### src/design/olc_regs.svh
`ifndef OLC_REGS_SVH
`define OLC_REGS_SVH

`define OLC_ADDR_CTRL        12'h000
`define OLC_ADDR_STATUS      12'h004
`define OLC_ADDR_INSTR       12'h008
`define OLC_ADDR_COUNT       12'h00C

`define OLC_CTRL_LOAD_FIRST  0
`define OLC_CTRL_LOAD_SECOND 1
`define OLC_CTRL_COUNT_UP    2
`define OLC_CTRL_COUNT_DOWN  3
`define OLC_CTRL_REL_TRIG    4
`define OLC_CTRL_REL_LATCH   5
`define OLC_CTRL_COUPLED     6
`define OLC_CTRL_BY_EIGHT    7
`define OLC_CTRL_ADDR_HOLD   8

`define OLC_STAT_END_FIRST   0
`define OLC_STAT_END_SECOND  1
`define OLC_STAT_END_COUPLED 2

`define OLC_CTRL_RESET       32'h0000_0000
`define OLC_END_NIBBLE       4'hE
`define OLC_END_COUPLED      8'hFE

`endif

### src/design/olc_pkg.sv
package olc_pkg;
  typedef logic [3:0] olc_nibble_type;
  typedef enum logic [1:0] {
    OLC_DIR_HOLD,
    OLC_DIR_UP,
    OLC_DIR_DOWN
  } olc_dir_type;
endpackage

### src/design/olc_step_if.sv
`timescale 1ns/1ps
`default_nettype none
// carries one four-position counter's controls and results
interface olc_step_if;
  import olc_pkg::*;
  logic           count_up;
  logic           count_down;
  logic           carry_in;
  logic           up4;
  logic           dn4;
  olc_nibble_type reg_val;
  olc_nibble_type next_val;
  modport owner (output count_up, count_down, carry_in, up4, dn4, reg_val, input next_val);
  modport stepper (input count_up, count_down, carry_in, up4, dn4, reg_val, output next_val);
endinterface
`default_nettype wire

### src/design/olc_counters.sv
// Our own choices: the APB interface to the registers and the register offsets.
`timescale 1ns/1ps
`default_nettype none
`include "olc_regs.svh"
// What this block does
// - first load gate loads instruction bits 12-15 into first counter.
// - second load gate loads instruction bits 8-11 into second counter.
// - logical instructions couple both counters, loaded from bits 8-15.
// - recirculation loads the latch value into each counter register.
// - triggers and latches follow input while released, else hold.
// - trigger release and latch release are separate inputs.
// - instruction load uses its own release; stepping uses the trigger release.
// - latch value is stable when triggers capture it.
// - latch takes register value or stepped value by count line.
// - address-computation hold blocks the latch release.
// - each nibble counter wraps modulo sixteen.
// - end of operation decoded from latches: 1110, or 1111-1110 coupled.
// - counting up, clear position sets latch, set position passes carry.
// - low position carry-in is count up OR count down, except in step by eight and in the coupled high counter.
// - counting down, carry toggles positions and passes through clear ones.
// - coupled, first counter is high nibble, second is low nibble.
// - coupled high counter steps only on low carry at 15 up or 0 down, or at 0-7 when stepping by eight.
// - coupled block move in transmit mode steps down by eight.
module olc_counters
  import olc_pkg::*;
(
  input  wire logic        core_clk,
  input  wire logic        reset,
  input  wire logic        psel,
  input  wire logic        penable,
  input  wire logic        pwrite,
  input  wire logic [11:0] paddr,
  input  wire logic [31:0] pwdata,
  output logic      [31:0] prdata,
  output logic             pready,
  output logic             pslverr
);
  // ****************************************************************
  // register bus
  // ****************************************************************
  logic [31:0] ctrl_q, ctrl_d;
  logic [15:0] instr_q, instr_d;
  logic        wr_en;
  logic        load_pulse_q, load_pulse_d;
  logic        hit;

  assign wr_en   = psel & penable & pwrite;
  assign pready  = 1'b1;
  assign hit     = (paddr == `OLC_ADDR_CTRL) || (paddr == `OLC_ADDR_STATUS) ||
                   (paddr == `OLC_ADDR_INSTR) || (paddr == `OLC_ADDR_COUNT);
  assign pslverr = psel & penable & ~hit;

  always_comb begin
    ctrl_d       = ctrl_q;
    instr_d      = instr_q;
    load_pulse_d = 1'b0;
    if (wr_en && paddr == `OLC_ADDR_CTRL) begin
      ctrl_d = pwdata;
      load_pulse_d = pwdata[`OLC_CTRL_LOAD_FIRST] | pwdata[`OLC_CTRL_LOAD_SECOND];
    end
    if (wr_en && paddr == `OLC_ADDR_INSTR) begin
      instr_d = pwdata[15:0];
    end
  end

  always_ff @(posedge core_clk) begin
    if (reset) begin
      ctrl_q       <= `OLC_CTRL_RESET;
      instr_q      <= 16'h0000;
      load_pulse_q <= 1'b0;
    end else begin
      ctrl_q       <= ctrl_d;
      instr_q      <= instr_d;
      load_pulse_q <= load_pulse_d;
    end
  end

  // ****************************************************************
  // control lines
  // ****************************************************************
  logic load_first, load_second, recirc_first_latch, recirc_second_latch;
  logic cnt_up, cnt_dn, rel_trig, rel_latch, coupled, by_eight, addr_hold;
  logic latch_rel;
  olc_dir_type dir;

  // load gates act for one cycle after a control write that sets them
  assign load_first  = load_pulse_q & ctrl_q[`OLC_CTRL_LOAD_FIRST];
  assign load_second = load_pulse_q & ctrl_q[`OLC_CTRL_LOAD_SECOND];
  assign recirc_first_latch  = ~load_first;
  assign recirc_second_latch = ~load_second;
  assign cnt_up    = ctrl_q[`OLC_CTRL_COUNT_UP] & ~ctrl_q[`OLC_CTRL_COUNT_DOWN];
  assign cnt_dn    = ctrl_q[`OLC_CTRL_COUNT_DOWN] & ~ctrl_q[`OLC_CTRL_COUNT_UP];
  assign rel_trig  = ctrl_q[`OLC_CTRL_REL_TRIG];
  assign rel_latch = ctrl_q[`OLC_CTRL_REL_LATCH];
  assign coupled   = ctrl_q[`OLC_CTRL_COUPLED];
  assign by_eight  = coupled & cnt_dn & ctrl_q[`OLC_CTRL_BY_EIGHT];
  assign addr_hold = ctrl_q[`OLC_CTRL_ADDR_HOLD];
  assign latch_rel = rel_latch & ~addr_hold;
  assign dir = cnt_up ? OLC_DIR_UP : (cnt_dn ? OLC_DIR_DOWN : OLC_DIR_HOLD);

  // ****************************************************************
  // counter registers and latches
  // ****************************************************************
  olc_nibble_type first_q, first_d, second_q, second_d;
  olc_nibble_type first_lat_q, first_lat_d, second_lat_q, second_lat_d;
  logic           counting;
  logic           low_carry;

  olc_step_if first_if ();
  olc_step_if second_if ();

  assign counting = (dir != OLC_DIR_HOLD);
  assign low_carry = (cnt_up && second_q == 4'hF) || (cnt_dn && second_q == 4'h0);

  assign second_if.count_up   = cnt_up & ~by_eight;
  assign second_if.count_down = cnt_dn & ~by_eight;
  assign second_if.carry_in   = (cnt_up | cnt_dn) & ~by_eight;
  assign second_if.up4        = by_eight;
  assign second_if.dn4        = by_eight;
  assign second_if.reg_val    = second_q;

  assign first_if.count_up    = cnt_up;
  assign first_if.count_down  = cnt_dn;
  // coupled: high nibble steps only on carry out of the low nibble
  assign first_if.carry_in    = coupled ? (by_eight ? (cnt_dn && second_q[3] == 1'b0) : low_carry)
                                        : (cnt_up | cnt_dn);
  assign first_if.up4         = 1'b0;
  assign first_if.dn4         = 1'b0;
  assign first_if.reg_val     = first_q;

  olc_incdec u_first_step (
    .s (first_if.stepper)
  );

  olc_incdec u_second_step (
    .s (second_if.stepper)
  );

  always_comb begin
    first_d      = first_q;
    second_d     = second_q;
    first_lat_d  = first_lat_q;
    second_lat_d = second_lat_q;
    // latch follows stepped or held value only while released
    if (latch_rel) begin
      first_lat_d  = counting ? first_if.next_val : first_q;
      second_lat_d = counting ? second_if.next_val : second_q;
    end
    if (load_first) begin
      first_d = instr_q[15:12];
    end else if (recirc_first_latch && rel_trig) begin
      first_d = first_lat_q;
    end
    if (load_second) begin
      second_d = instr_q[11:8];
    end else if (recirc_second_latch && rel_trig) begin
      second_d = second_lat_q;
    end
  end

  always_ff @(posedge core_clk) begin
    if (reset) begin
      first_q      <= 4'h0;
      second_q     <= 4'h0;
      first_lat_q  <= 4'h0;
      second_lat_q <= 4'h0;
    end else begin
      first_q      <= first_d;
      second_q     <= second_d;
      first_lat_q  <= first_lat_d;
      second_lat_q <= second_lat_d;
    end
  end

  // ****************************************************************
  // end of operation and readback
  // ****************************************************************
  logic end_first, end_second, end_coupled;
  logic [31:0] rdata_d;

  assign end_first   = (first_lat_q == `OLC_END_NIBBLE);
  assign end_second  = (second_lat_q == `OLC_END_NIBBLE);
  assign end_coupled = ({first_lat_q, second_lat_q} == `OLC_END_COUPLED);

  always_comb begin
    rdata_d = 32'h0000_0000;
    case (paddr)
      `OLC_ADDR_CTRL:   rdata_d = ctrl_q;
      `OLC_ADDR_STATUS: rdata_d = {29'h0, end_coupled, end_second, end_first};
      `OLC_ADDR_INSTR:  rdata_d = {16'h0, instr_q};
      `OLC_ADDR_COUNT:  rdata_d = {16'h0, first_lat_q, second_lat_q, first_q, second_q};
      default:          rdata_d = 32'h0000_0000;
    endcase
  end

  always_ff @(posedge core_clk) begin
    if (reset) begin
      prdata <= 32'h0000_0000;
    end else begin
      prdata <= rdata_d;
    end
  end
endmodule
`default_nettype wire

### src/design/olc_incdec.sv
`timescale 1ns/1ps
`default_nettype none
// increment/decrement circuit between a counter register and its latch
module olc_incdec
  import olc_pkg::*;
(
  olc_step_if.stepper s
);
  logic [4:0] carry;
  logic [3:0] cup;
  logic [3:0] cdn;

  always_comb begin
    cup = {4{s.count_up}};
    cdn = {4{s.count_down}};
    // step-by-eight: position four gates carry regardless of its register
    cup[2] = s.count_up | s.up4;
    cdn[2] = s.count_down | s.dn4;
  end

  assign carry[0] = s.carry_in;

  genvar i;
  generate
    for (i = 0; i < 4; i++) begin : g_pos
      logic force_c;
      assign force_c = (i == 2) && (s.up4 || s.dn4);
      // up: set latch if register clear, else pass carry; down: toggle, pass if clear
      // a forced carry leaves position four itself alone and only toggles position eight
      assign s.next_val[i] = carry[i] ? ~s.reg_val[i] : s.reg_val[i];
      assign carry[i+1] = force_c ? 1'b1 :
        (carry[i] & ((cup[i] & s.reg_val[i]) | (cdn[i] & ~s.reg_val[i])));
    end
  endgenerate
endmodule
`default_nettype wire

### config.mk
export PLATFORM = sky130hd
export DESIGN_NAME = olc_counters
export DESIGN_NICKNAME = d
export VERILOG_FILES = /design/src/design/olc_pkg.sv /design/src/design/olc_step_if.sv /design/src/design/olc_counters.sv /design/src/design/olc_incdec.sv
export VERILOG_INCLUDE_DIRS = /design/src /design/src/design
export SDC_FILE = /design/constraint.sdc
export NUM_CORES = 1
export LEC_CHECK = 0
export BUFFER_PORTS_ARGS = -buffer_cell sky130_fd_sc_hd__buf_2
export CAP_MARGIN = 25
export CORE_UTILIZATION = 50
export CTS_CLUSTER_DIAMETER = 150
export DETAILED_ROUTE_END_ITERATION = 12
export PLACE_DENSITY = 0.73
export SYNTH_ARGS = -nofsm -noshare
export SYNTH_HDL_FRONTEND = slang
export SYNTH_SLANG_ARGS = --single-unit
### constraint.sdc
create_clock -name core_clk -period 4.9 [get_ports core_clk]
set_input_delay 0.98 -clock core_clk [delete_from_list [all_inputs] [get_ports core_clk]]
set_output_delay 0.98 -clock core_clk [all_outputs]
set_load 0.01 [all_outputs]
==> flow_metrics.env, run 1 <==
export IMPL_status="finished, final reports clean"
export IMPL_synth_fa_ha_area_frac=0.008873
export IMPL_syn_to_final_growth_pct=16.42
export IMPL_drtPass1Iterations=4
export IMPL_endpoint="pslverr"
export IMPL_postCtsHoldBufs=0
export IMPL_nFillCells=727
export IMPL_routedWlPerCell_um=15.18
export IMPL_detail_route_antenna_nets=0
export IMPL_seqPwrFrac=0.550
export IMPL_place_area_um2=4702
export IMPL_r2r_end="first_lat_q[1]"
export IMPL_grt_usage=0.2210
export IMPL_rows=33
export IMPL_root_buffer="clkbuf_8"
export IMPL_cts_buffers=9
export IMPL_synthMuxAreaShare=0.1878
export IMPL_p_leak_nw=1.978
export IMPL_post_cts_setup_buffers=0
export IMPL_syn_nets=474
export IMPL_vias_per_cell=5.394
export IMPL_cp_arrival_ns=2.05
export IMPL_rsz0062_at_grt="no"
export IMPL_synth_compound_area_share=0.08282
export IMPL_synth_async_reset_ratio=0
export IMPL_nets=543
export IMPL_critPathLaunchType="input port"
export IMPL_pwr_share_comb=0.044
export IMPL_hpwlAfterDp_mm=6.026
export IMPL_finalHoldViolCount=0
export IMPL_gp_congestion=0.8292
export IMPL_drt_iter0_drc=148
export IMPL_clock_power_share=0.406
export IMPL_yosys_area_share_xor_xnor=0.002070
export IMPL_overflow=0
export IMPL_relSlewSlack=0.3057
export IMPL_powerDensity_nw_per_um2=290.9
export IMPL_die_h_um=93.98
export IMPL_yosys_area_share_simple=0.2286
export IMPL_timing_worst_setup_path_type="input port to output pin"
export IMPL_max_cap_viol_count=0
export IMPL_cp_max_fo=3
export IMPL_grt_max_degree=98
export IMPL_fin_crit_ns=3.032
export IMPL_worstSetupEndpointType="output pin"
export IMPL_fin_cells=601
export IMPL_placedCellCount=585
export IMPL_die_w_um=93.98
export IMPL_ios=83
export IMPL_synth_flop_cell="dfxtp_1"
export IMPL_p_sw_frac=0.2075
export IMPL_tns_ns=0
export IMPL_drv_slew=0
export IMPL_drc=0
export IMPL_grt_pass1_vias=3103
export IMPL_finClkSkew_ns=0.007074
export IMPL_antennaDiodeCount=0
export IMPL_antenna_found_initial=0
export IMPL_regToRegSetupSlack_ns=2.71
export IMPL_core_area_um2=8217
export IMPL_fin_crit_sh=0.6188
export IMPL_cts_tree="built"
export IMPL_fmax_ghz=0.3298
export IMPL_power_switching_uw=297.4
export IMPL_synth_seq_cells=97
export IMPL_fin_hold_ws_ns=0.4626
export IMPL_grt_pass1_wl_mm=15.00
export IMPL_start_util=0.5148
export IMPL_required_ns=3.92
export IMPL_clk_latency_ns=0.36
export IMPL_reg2regPathDepth=6
export IMPL_tightestPinTransition_ns=1.039
export IMPL_clockBufferDepth=2
export IMPL_synth_edf_count=0
export IMPL_num_vias=3242
export IMPL_final_layout_size_suffix_gt1_frac=0.2440
export IMPL_syn_area_um2=4230
export IMPL_finalSetupViolCount=0
export IMPL_htreeDepth=3
export IMPL_dieArea_um2=8832
export IMPL_internal_power_mw=1.135
export IMPL_numPortBuffers=81
export IMPL_ys_types=42
export IMPL_yosysSeqAreaShare=0.4590
export IMPL_cts_resized=0
export IMPL_synth_warnings=0
export IMPL_worstHoldPathType="flip-flop to flip-flop"
export IMPL_synth_avg_cell_area_um2=10.02
export IMPL_r2r_start="ctrl_q[2]"
export IMPL_clkSinkCount=97
export IMPL_wirelength_mm=9.125
export IMPL_netlist_instances=422
export IMPL_max_vdd_ir_drop_v=0.0001354
export IMPL_synth_top_family_by_area="simple AND/OR/NAND/NOR gates"
export IMPL_path_clk_slew_ns=0.09
export IMPL_crit_start="paddr[9]"
export IMPL_finalInstanceArea_um2=4925
[area by class of cell]
| type | count | area (um2) | share of cell area |
|---|---|---|---|
| Tap cell | 105 | 131.4 | 0.02668 |
| Sequential cell | 97 | 1942 | 0.3943 |
| Clock buffer | 14 | 162.7 | 0.03303 |
| Multi-Input combinational cell | 294 | 2171 | 0.4408 |
| Clock inverter | 2 | 60.06 | 0.01220 |
| Inverter | 3 | 11.26 | 0.002287 |
| Timing Repair Buffer | 86 | 446.7 | 0.09070 |
[cell usage after synthesis, drive strengths merged (4+ instances only)]
| cell type | count | share of area |
|---|---|---|
| a21oi | 4 | 0.0047 |
| or4 | 4 | 0.0071 |
| dfxtp | 97 | 0.46 |
| nor2 | 33 | 0.029 |
| nand2 | 4 | 0.0035 |
| mux2i | 58 | 0.14 |
| a22oi | 15 | 0.027 |
| a211oi | 10 | 0.018 |
| and3 | 5 | 0.0077 |
| a311oi | 6 | 0.012 |
| o21ai | 4 | 0.0047 |
| buf | 9 | 0.010 |
| mux2 | 17 | 0.045 |
| clkbuf | 19 | 0.017 |
| nand2b | 81 | 0.12 |
| and2 | 16 | 0.024 |
[how the worst min path moves through the flow]
stage | startpoint | to | slack (ns) | depth (start not counted)
2_1_floorplan | ctrl_q[16] | prdata[16] | 0.43 | 1
3_3_place_gp | ctrl_q[19] | prdata[19] | 0.43 | 1
3_5_place_dp | ctrl_q[21] | prdata[21] | 0.44 | 1
4_1_cts | ctrl_q[28] | prdata[28] | 0.46 | 1
5_1_grt | ctrl_q[25] | prdata[25] | 0.48 | 1
6_report | ctrl_q[21] | prdata[21] | 0.46 | 1
[stage by stage]
step             util  setup slack, ns  total power [mW]
4_1_cts        0.5994            1.890             1.443
5_1_grt        0.5994            1.780             1.488
3_5_place_dp   0.5723            1.814            0.8694
6_report       0.5994            1.868             1.433
2_1_floorplan       -            2.234            0.8410
3_3_place_gp   0.5709            1.890            0.8668
[metal layers]
metal | part of all wire | GRT usage
met1 | 0.45 | 0.2696
met2 | 0.48 | 0.3759
met3 | 0.044 | 0.04207
met4 | 0.022 | 0.09872
met5 | 0 | 0
[cells by family (layout without fill, tap and decap cells)]
group                      count (synthesis)  in the layout
muxes                                     76             76
and+or+nand+nor                          165            165
xor gates and xnor gates                   1              1
other                                      1              1
DFF                                       97             97
AOI/OAI and AO/OA                         48             48
buffers and inverters                     31            105
adders and majority gates                  3              3
[power groups by stage]
| stage | clock [mW] | sequential (mW) | combinational (mW) |
|---|---|---|---|
| after floorplan | 0 | 0.806 | 0.0349 |
| after global placement | 0 | 0.806 | 0.0608 |
| after detailed placement | 0 | 0.806 | 0.0633 |
| after CTS | 0.592 | 0.787 | 0.0636 |
| after global routing | 0.631 | 0.788 | 0.0693 |
| final | 0.582 | 0.787 | 0.0633 |
[cells in the final DEF, fill, tap and decap left out, drive strengths merged, types with 4 or more instances in the layout]
cell,instances
o21ai,4
and3,5
dfxtp,97
or4,4
a311oi,6
mux2,17
clkbuf,14
nor2,33
a22oi,15
and2,16
buf,86
a21oi,4
a211oi,10
nand2,4
nand2b,81
mux2i,58
[critical path: stages]
cell and delay (ns):
buf_2 0.09, nor4_1 0.35, nand3_1 0.25, and3_1 0.25, buf_2 0.13
[flip-flops by register name, summed over array words and instances (netlist names)]
name               count
ctrl_q                32
prdata                32
instr_q               16
first_if.reg_val       4
first_lat_q            4
second_if.reg_val      4
second_lat_q           4
load_pulse_q           1
Note: power is estimated with default switching activity, not from simulation.
==> inputs of run 2 (changes only) <==
Settings changed: ABC_AREA from default to 1, PLACE_DENSITY 0.73 to 0.74.
Clock period 4.9 ns to 3.1 ns, I/O delays scaled along.
==> run 2 against run 1 <==
Compared with the run above: worst hold slack got worse by 0.011 ns; highest routed layer unchanged; first-iteration DRC count increased by 120%; clock-buffer cell count decreased by 4; global-route usage increased by 2.2 points; critical endpoint unchanged.
==> flow_metrics.env, run 2 <==
export IMPL_drc=0
export IMPL_yosysSeqAreaShare=0.4990
export IMPL_cts_resized=0
export IMPL_powerDensity_nw_per_um2=470.3
export IMPL_wirelength_mm=9.587
export IMPL_fmax_ghz=0.4174
export IMPL_num_vias=3570
export IMPL_ys_types=37
export IMPL_final_common_cell="dfxtp_1"
export IMPL_grt_max_degree=60
export IMPL_crit_path_max_incr_delay_ns=0.27
export IMPL_grt_pass1_wl_mm=15.68
export IMPL_root_buffer="clkbuf_8"
export IMPL_drtPass1Iterations=7
export IMPL_antenna_found_initial=0
export IMPL_tightestPinTransition_ns=0.8222
export IMPL_ys_top_cells_by_count="97 x dfxtp_1, 74 x inv_1, 70 x o21ai_0"
export IMPL_status="finished, final reports clean"
export IMPL_required_ns=2.48
export IMPL_clockBufferDepth=2
export IMPL_cpMostUsedCell="buf_2"
export IMPL_hold_depth=2
export IMPL_synth_async_reset_ratio=0
export IMPL_grt_pass1_vias=3376
export IMPL_total_power_mw=2.126
export IMPL_r2r_end="second_lat_q[3]"
export IMPL_timing_worst_setup_path_type="input port to output pin"
export IMPL_max_vdd_ir_drop_v=0.0003420
export IMPL_cpMaxStageDelayCell="or2_4"
export IMPL_finalSetupViolCount=0
export IMPL_critPathLaunchType="input port"
export IMPL_path_clk_slew_ns=0.10
export IMPL_synth_edf_count=0
export IMPL_tns_ns=0
export IMPL_syn_to_final_growth_pct=16.17
export IMPL_fin_crit_sh=0.7729
export IMPL_nFillCells=660
export IMPL_synth_area_leaders="dfxtp_1 50%, o21ai_0 9.0%, a21oi_1 8.1%, inv_1 7.1%, nand2_1 4.3%"
export IMPL_overflow=0
export IMPL_holdPathEnd="prdata[21]"
export IMPL_p_leak_nw=1.836
export IMPL_rows=31
export IMPL_core_area_um2=7370
export IMPL_reg2regPathDepth=11
export IMPL_vias_per_cell=5.313
export IMPL_min_delay_start="ctrl_q[21]"
export IMPL_grt_usage=0.2434
export IMPL_cts_buffers=9
export IMPL_ios=83
export IMPL_finalHoldViolCount=0
export IMPL_crit_chain="buf_2, or2_4, nor3_4, nand2_4, nand4_1, nor2_1, buf_2"
export IMPL_detail_route_antenna_nets=0
export IMPL_cp_max_fo=28
export IMPL_cts_tree="built"
export IMPL_final_cell_mix="97 x dfxtp_1, 81 x buf_2, 74 x inv_1"
export IMPL_largest_registers="ctrl_q (32), prdata (32), instr_q (16)"
export IMPL_post_cts_setup_buffers=0
export IMPL_worstSetupEndpointType="output pin"
export IMPL_finClkSkew_ns=0.008052
export IMPL_synth_seq_cells=97
export IMPL_syn_nets=550
export IMPL_netlist_instances=498
export IMPL_synth_warnings=0
export IMPL_final_layout_size_suffix_gt1_frac=0.1955
export IMPL_r2r_start="ctrl_q[2]"
export IMPL_die_h_um=90.22
export IMPL_dieArea_um2=8140
export IMPL_rsz0062_at_grt="no"
export IMPL_yosysMostFrequentCell="dfxtp_1"
export IMPL_fin_crit_ns=2.396
export IMPL_synth_flop_cell="dfxtp_1"
export IMPL_yosysTopAreaCellShare=0.4990
export IMPL_postCtsHoldBufs=0
export IMPL_regToRegSetupSlack_ns=1.21
export IMPL_gp_congestion=0.8823
export IMPL_worstHoldPathType="flip-flop to flip-flop"
export IMPL_max_cap_viol_count=0
export IMPL_synth_largest_area_cell="dfxtp_1"
export IMPL_htreeDepth=3
export IMPL_drt_iter0_drc=330
export IMPL_clkSinkCount=97
export IMPL_synth_avg_cell_area_um2=7.814
export IMPL_cp_arrival_ns=1.78
export IMPL_numPortBuffers=81
export IMPL_start_util=0.5280
export IMPL_routedWlPerCell_um=14.27
export IMPL_hpwlAfterDp_mm=6.707
export IMPL_antennaDiodeCount=0
export IMPL_clk_latency_ns=0.36
export IMPL_relSlewSlack=0.4511
export IMPL_die_w_um=90.22
export IMPL_syn_area_um2=3891
export IMPL_drv_slew=0
export IMPL_nets=620
[run 2: worst max-delay path by stage]
stage | slack [ns] | to | cells after the start | from
floorplan | 1.07 | pslverr | 5 | paddr[1]
global placement | 0.71 | pslverr | 7 | paddr[1]
detailed placement | 0.68 | ctrl_q[22] | 8 | paddr[1]
CTS | 0.70 | pslverr | 7 | paddr[1]
global route | 0.60 | pslverr | 8 | paddr[9]
finish | 0.70 | pslverr | 7 | paddr[1]
[run 2: layout make-up]
cell class / instances / area [um2] / share of cell area
flip-flops and latches: 97 / 1942 / 0.4296
multi-input cells: 299 / 1541 / 0.3410
repair buffers: 84 / 427.9 / 0.09466
inverters: 77 / 289.0 / 0.06394
clock buffers: 10 / 137.6 / 0.03045
well taps: 99 / 123.9 / 0.02740
clock inverters: 6 / 58.81 / 0.01301
[run 2: critical path: cells and delay by family]
| kind | cells | cell delay [ns] |
|---|---|---|
| AND/OR/NAND/NOR | 5 | 0.93 |
| buffers and inverters | 2 | 0.22 |
[run 2: routing by layer]
metal	GRT usage	wire length, um	up-vias
li1	-	-	1781
met1	0.2945	3894	1602
met2	0.4141	4618	161
met5	0	0	-
met3	0.06345	802	26
met4	0.09140	272	0
[run 2: metrics by stage]
step / cell area [um2] / utilization / worst slack [ns] / cells / hold WS (ns)
4_1_cts: 4521 / 0.6134 / 0.6980 / 672 / 0.4548
6_report: 4521 / 0.6134 / 0.7039 / 672 / 0.4521
3_3_place_gp: 4324 / 0.5868 / 0.7139 / 656 / 0.4354
2_1_floorplan: 3891 / - / 1.075 / 498 / 0.4242
5_1_grt: 4521 / 0.6134 / 0.5972 / 672 / 0.4768
3_5_place_dp: 4324 / 0.5868 / 0.6783 / 656 / 0.4368
[run 2: report_power, final]
group / internal, mW / switching [mW]
logic: 0.0323 / 0.0437
clock network: 0.335 / 0.470
registers: 1.24 / 0.0000239
total: 1.61 / 0.514
[run 2: kinds of logic (layout without fill, tap and decap cells)]
family | after synthesis | in the layout | share of synthesized area
compound gates | 159 | 159 | 0.2154
simple gates | 131 | 131 | 0.1588
buf+inv | 102 | 177 | 0.1048
flops | 97 | 97 | 0.4990
xor+xnor | 5 | 5 | 0.01125
fa+ha+maj | 3 | 3 | 0.009647
other cells | 1 | 1 | 0.0009637
==> inputs of run 3 (changes only) <==
Clock period 3.1 ns to 2.4 ns, I/O delays scaled along.
==> run 3 against run 2 <==
Compared with the run above: highest routed layer unchanged; combinational power up 35%; critical path depth unchanged; register-to-register slack got worse by 0.65 ns; largest power group unchanged; sequential cell count unchanged; die area is the same.
==> flow_metrics.env, run 3 (synthesis results as in run 2) <==
export IMPL_wl_met1_mm=4.072
export IMPL_start_util=0.5280
export IMPL_cpMaxStageDelayCell="or2_4"
export IMPL_core_area_um2=7370
export IMPL_die_w_um=90.22
export IMPL_fin_crit_sh=0.8606
export IMPL_numPortBuffers=81
export IMPL_cp_arrival_ns=1.59
export IMPL_postCtsHoldBufs=0
export IMPL_grt_usage=0.2462
export IMPL_p_leak_nw=1.863
export IMPL_tightestPinTransition_ns=0.8454
export IMPL_clockBufferDepth=2
export IMPL_clk_latency_ns=0.38
export IMPL_post_cts_setup_buffers=0
export IMPL_root_buffer="clkbuf_8"
export IMPL_worstHoldPathType="input port to flip-flop"
export IMPL_final_layout_size_suffix_gt1_frac=0.2010
export IMPL_grt_pass1_wl_mm=15.80
export IMPL_cts_tree="built"
export IMPL_required_ns=1.92
export IMPL_drv_slew=0
export IMPL_final_common_cell="dfxtp_1"
export IMPL_crit_path_max_incr_delay_ns=0.27
export IMPL_critPathLaunchType="input port"
export IMPL_crit_chain="buf_2, or2_4, nor2_2, nand3_2, nand4_1, nor2_1, buf_2"
export IMPL_rows=31
export IMPL_cts_buffers=9
export IMPL_tns_ns=0
export IMPL_grt_max_degree=60
export IMPL_max_vdd_ir_drop_v=0.0004048
export IMPL_num_vias=3560
export IMPL_nFillCells=651
export IMPL_path_clk_slew_ns=0.09
export IMPL_gp_congestion=0.8721
export IMPL_fin_cells=676
export IMPL_hpwlAfterDp_mm=6.860
export IMPL_final_cell_mix="97 x dfxtp_1, 81 x buf_2, 74 x inv_1"
export IMPL_finalSetupViolCount=0
export IMPL_worstSetupEndpointType="output pin"
export IMPL_routed_top_layer="met4"
export IMPL_routedWlPerCell_um=14.17
export IMPL_finalHoldViolCount=0
export IMPL_max_cap_viol_count=0
export IMPL_vias_per_cell=5.266
export IMPL_drt_iter0_drc=279
export IMPL_cts_resized=0
export IMPL_grt_pass1_vias=3368
export IMPL_die_h_um=90.22
export IMPL_rsz0062_at_grt="no"
export IMPL_cp_max_fo=8
export IMPL_cp_num_buf_inv=2
export IMPL_nets=624
export IMPL_met2_length_mm=4.591
export IMPL_regToRegSetupSlack_ns=0.56
export IMPL_largest_registers="ctrl_q (32), prdata (32), instr_q (16)"
export IMPL_dieArea_um2=8140
export IMPL_fin_crit_ns=2.066
export IMPL_antennaDiodeCount=0
export IMPL_detail_route_antenna_nets=0
export IMPL_placedCellCount=660
export IMPL_drtPass1Iterations=5
export IMPL_overflow=0
export IMPL_drc=0
export IMPL_wirelength_mm=9.580
export IMPL_ios=83
export IMPL_cpMostUsedCell="buf_2"
export IMPL_antenna_found_initial=0
export IMPL_relSlewSlack=0.4356
export IMPL_finClkSkew_ns=0.01033
export IMPL_fmax_ghz=0.4841
export IMPL_timing_worst_setup_path_type="input port to output pin"
export IMPL_clkSinkCount=97
export IMPL_routed_wl_met3_um=665
export IMPL_cpLargestDelayFamily="simple AND/OR/NAND/NOR gates"
export IMPL_syn_to_final_growth_pct=17.43
export IMPL_powerDensity_nw_per_um2=613.7
export IMPL_htreeDepth=3
export IMPL_status="finished, final reports clean"
run 3: cell count changes in the layout (fill, tap and decap cells not counted), sizes merged:
cell / change
clkinvlp: -1
buf: +4
inv: -2
clkinv: +3
bufinv: +1
clkbuf: -1
run 3: cell type report:
type / instances / area, um2 / area share
sequential: 97 / 1942 / 0.4250
tap: 99 / 123.9 / 0.02711
clock buffer: 9 / 123.9 / 0.02711
timing repair buffer: 88 / 470.5 / 0.1030
multi-input combinational: 299 / 1541 / 0.3373
clock inverter: 7 / 78.83 / 0.01725
inverter: 77 / 289.0 / 0.06325
run 3: where the power goes:
part           total (mW)  internal [mW]  switching, mW  leakage [nW]
Sequential           1.61           1.61      0.0000299         0.781
Combinational       0.103         0.0452         0.0582         0.978
Clock                1.09          0.493          0.600         0.104
run 3: metal layers:
layer | track usage | vias to the layer above
li1 | - | 1787
met1 | 0.2973 | 1611
met2 | 0.4160 | 140
met3 | 0.04230 | 22
met4 | 0.1344 | 0
met5 | 0 | -
run 3: metrics by stage:
| step | utilization | instance area (um2) | worst slack [ns] | total power [mW] | hold WS (ns) |
|---|---|---|---|---|---|
| finish | 0.6200 | 4569 | 0.3345 | 2.804 | 0.3557 |
| global placement | 0.5925 | 4367 | 0.3037 | 1.746 | 0.4382 |
| detailed placement | 0.5925 | 4367 | 0.2058 | 1.749 | 0.4355 |
| CTS | 0.6200 | 4569 | 0.3266 | 2.813 | 0.3418 |
| global route | 0.6200 | 4569 | 0.2593 | 2.881 | 0.3576 |
| floorplan | - | 3891 | 0.6549 | 1.691 | 0.4242 |
run 3: final timing paths:
kind / start / cells past startpoint / to
max: paddr[1] / 7 / pslverr
min: pwdata[10] / 3 / ctrl_q[10]
max reg2reg: ctrl_q[2] / 11 / second_lat_q[3]
min reg2reg: ctrl_q[21] / 2 / prdata[21]
run 3: worst min-delay path: stages:
cell and delay, ns:
buf_2 0.09, nor2_1 0.04, nor2_1 0.08
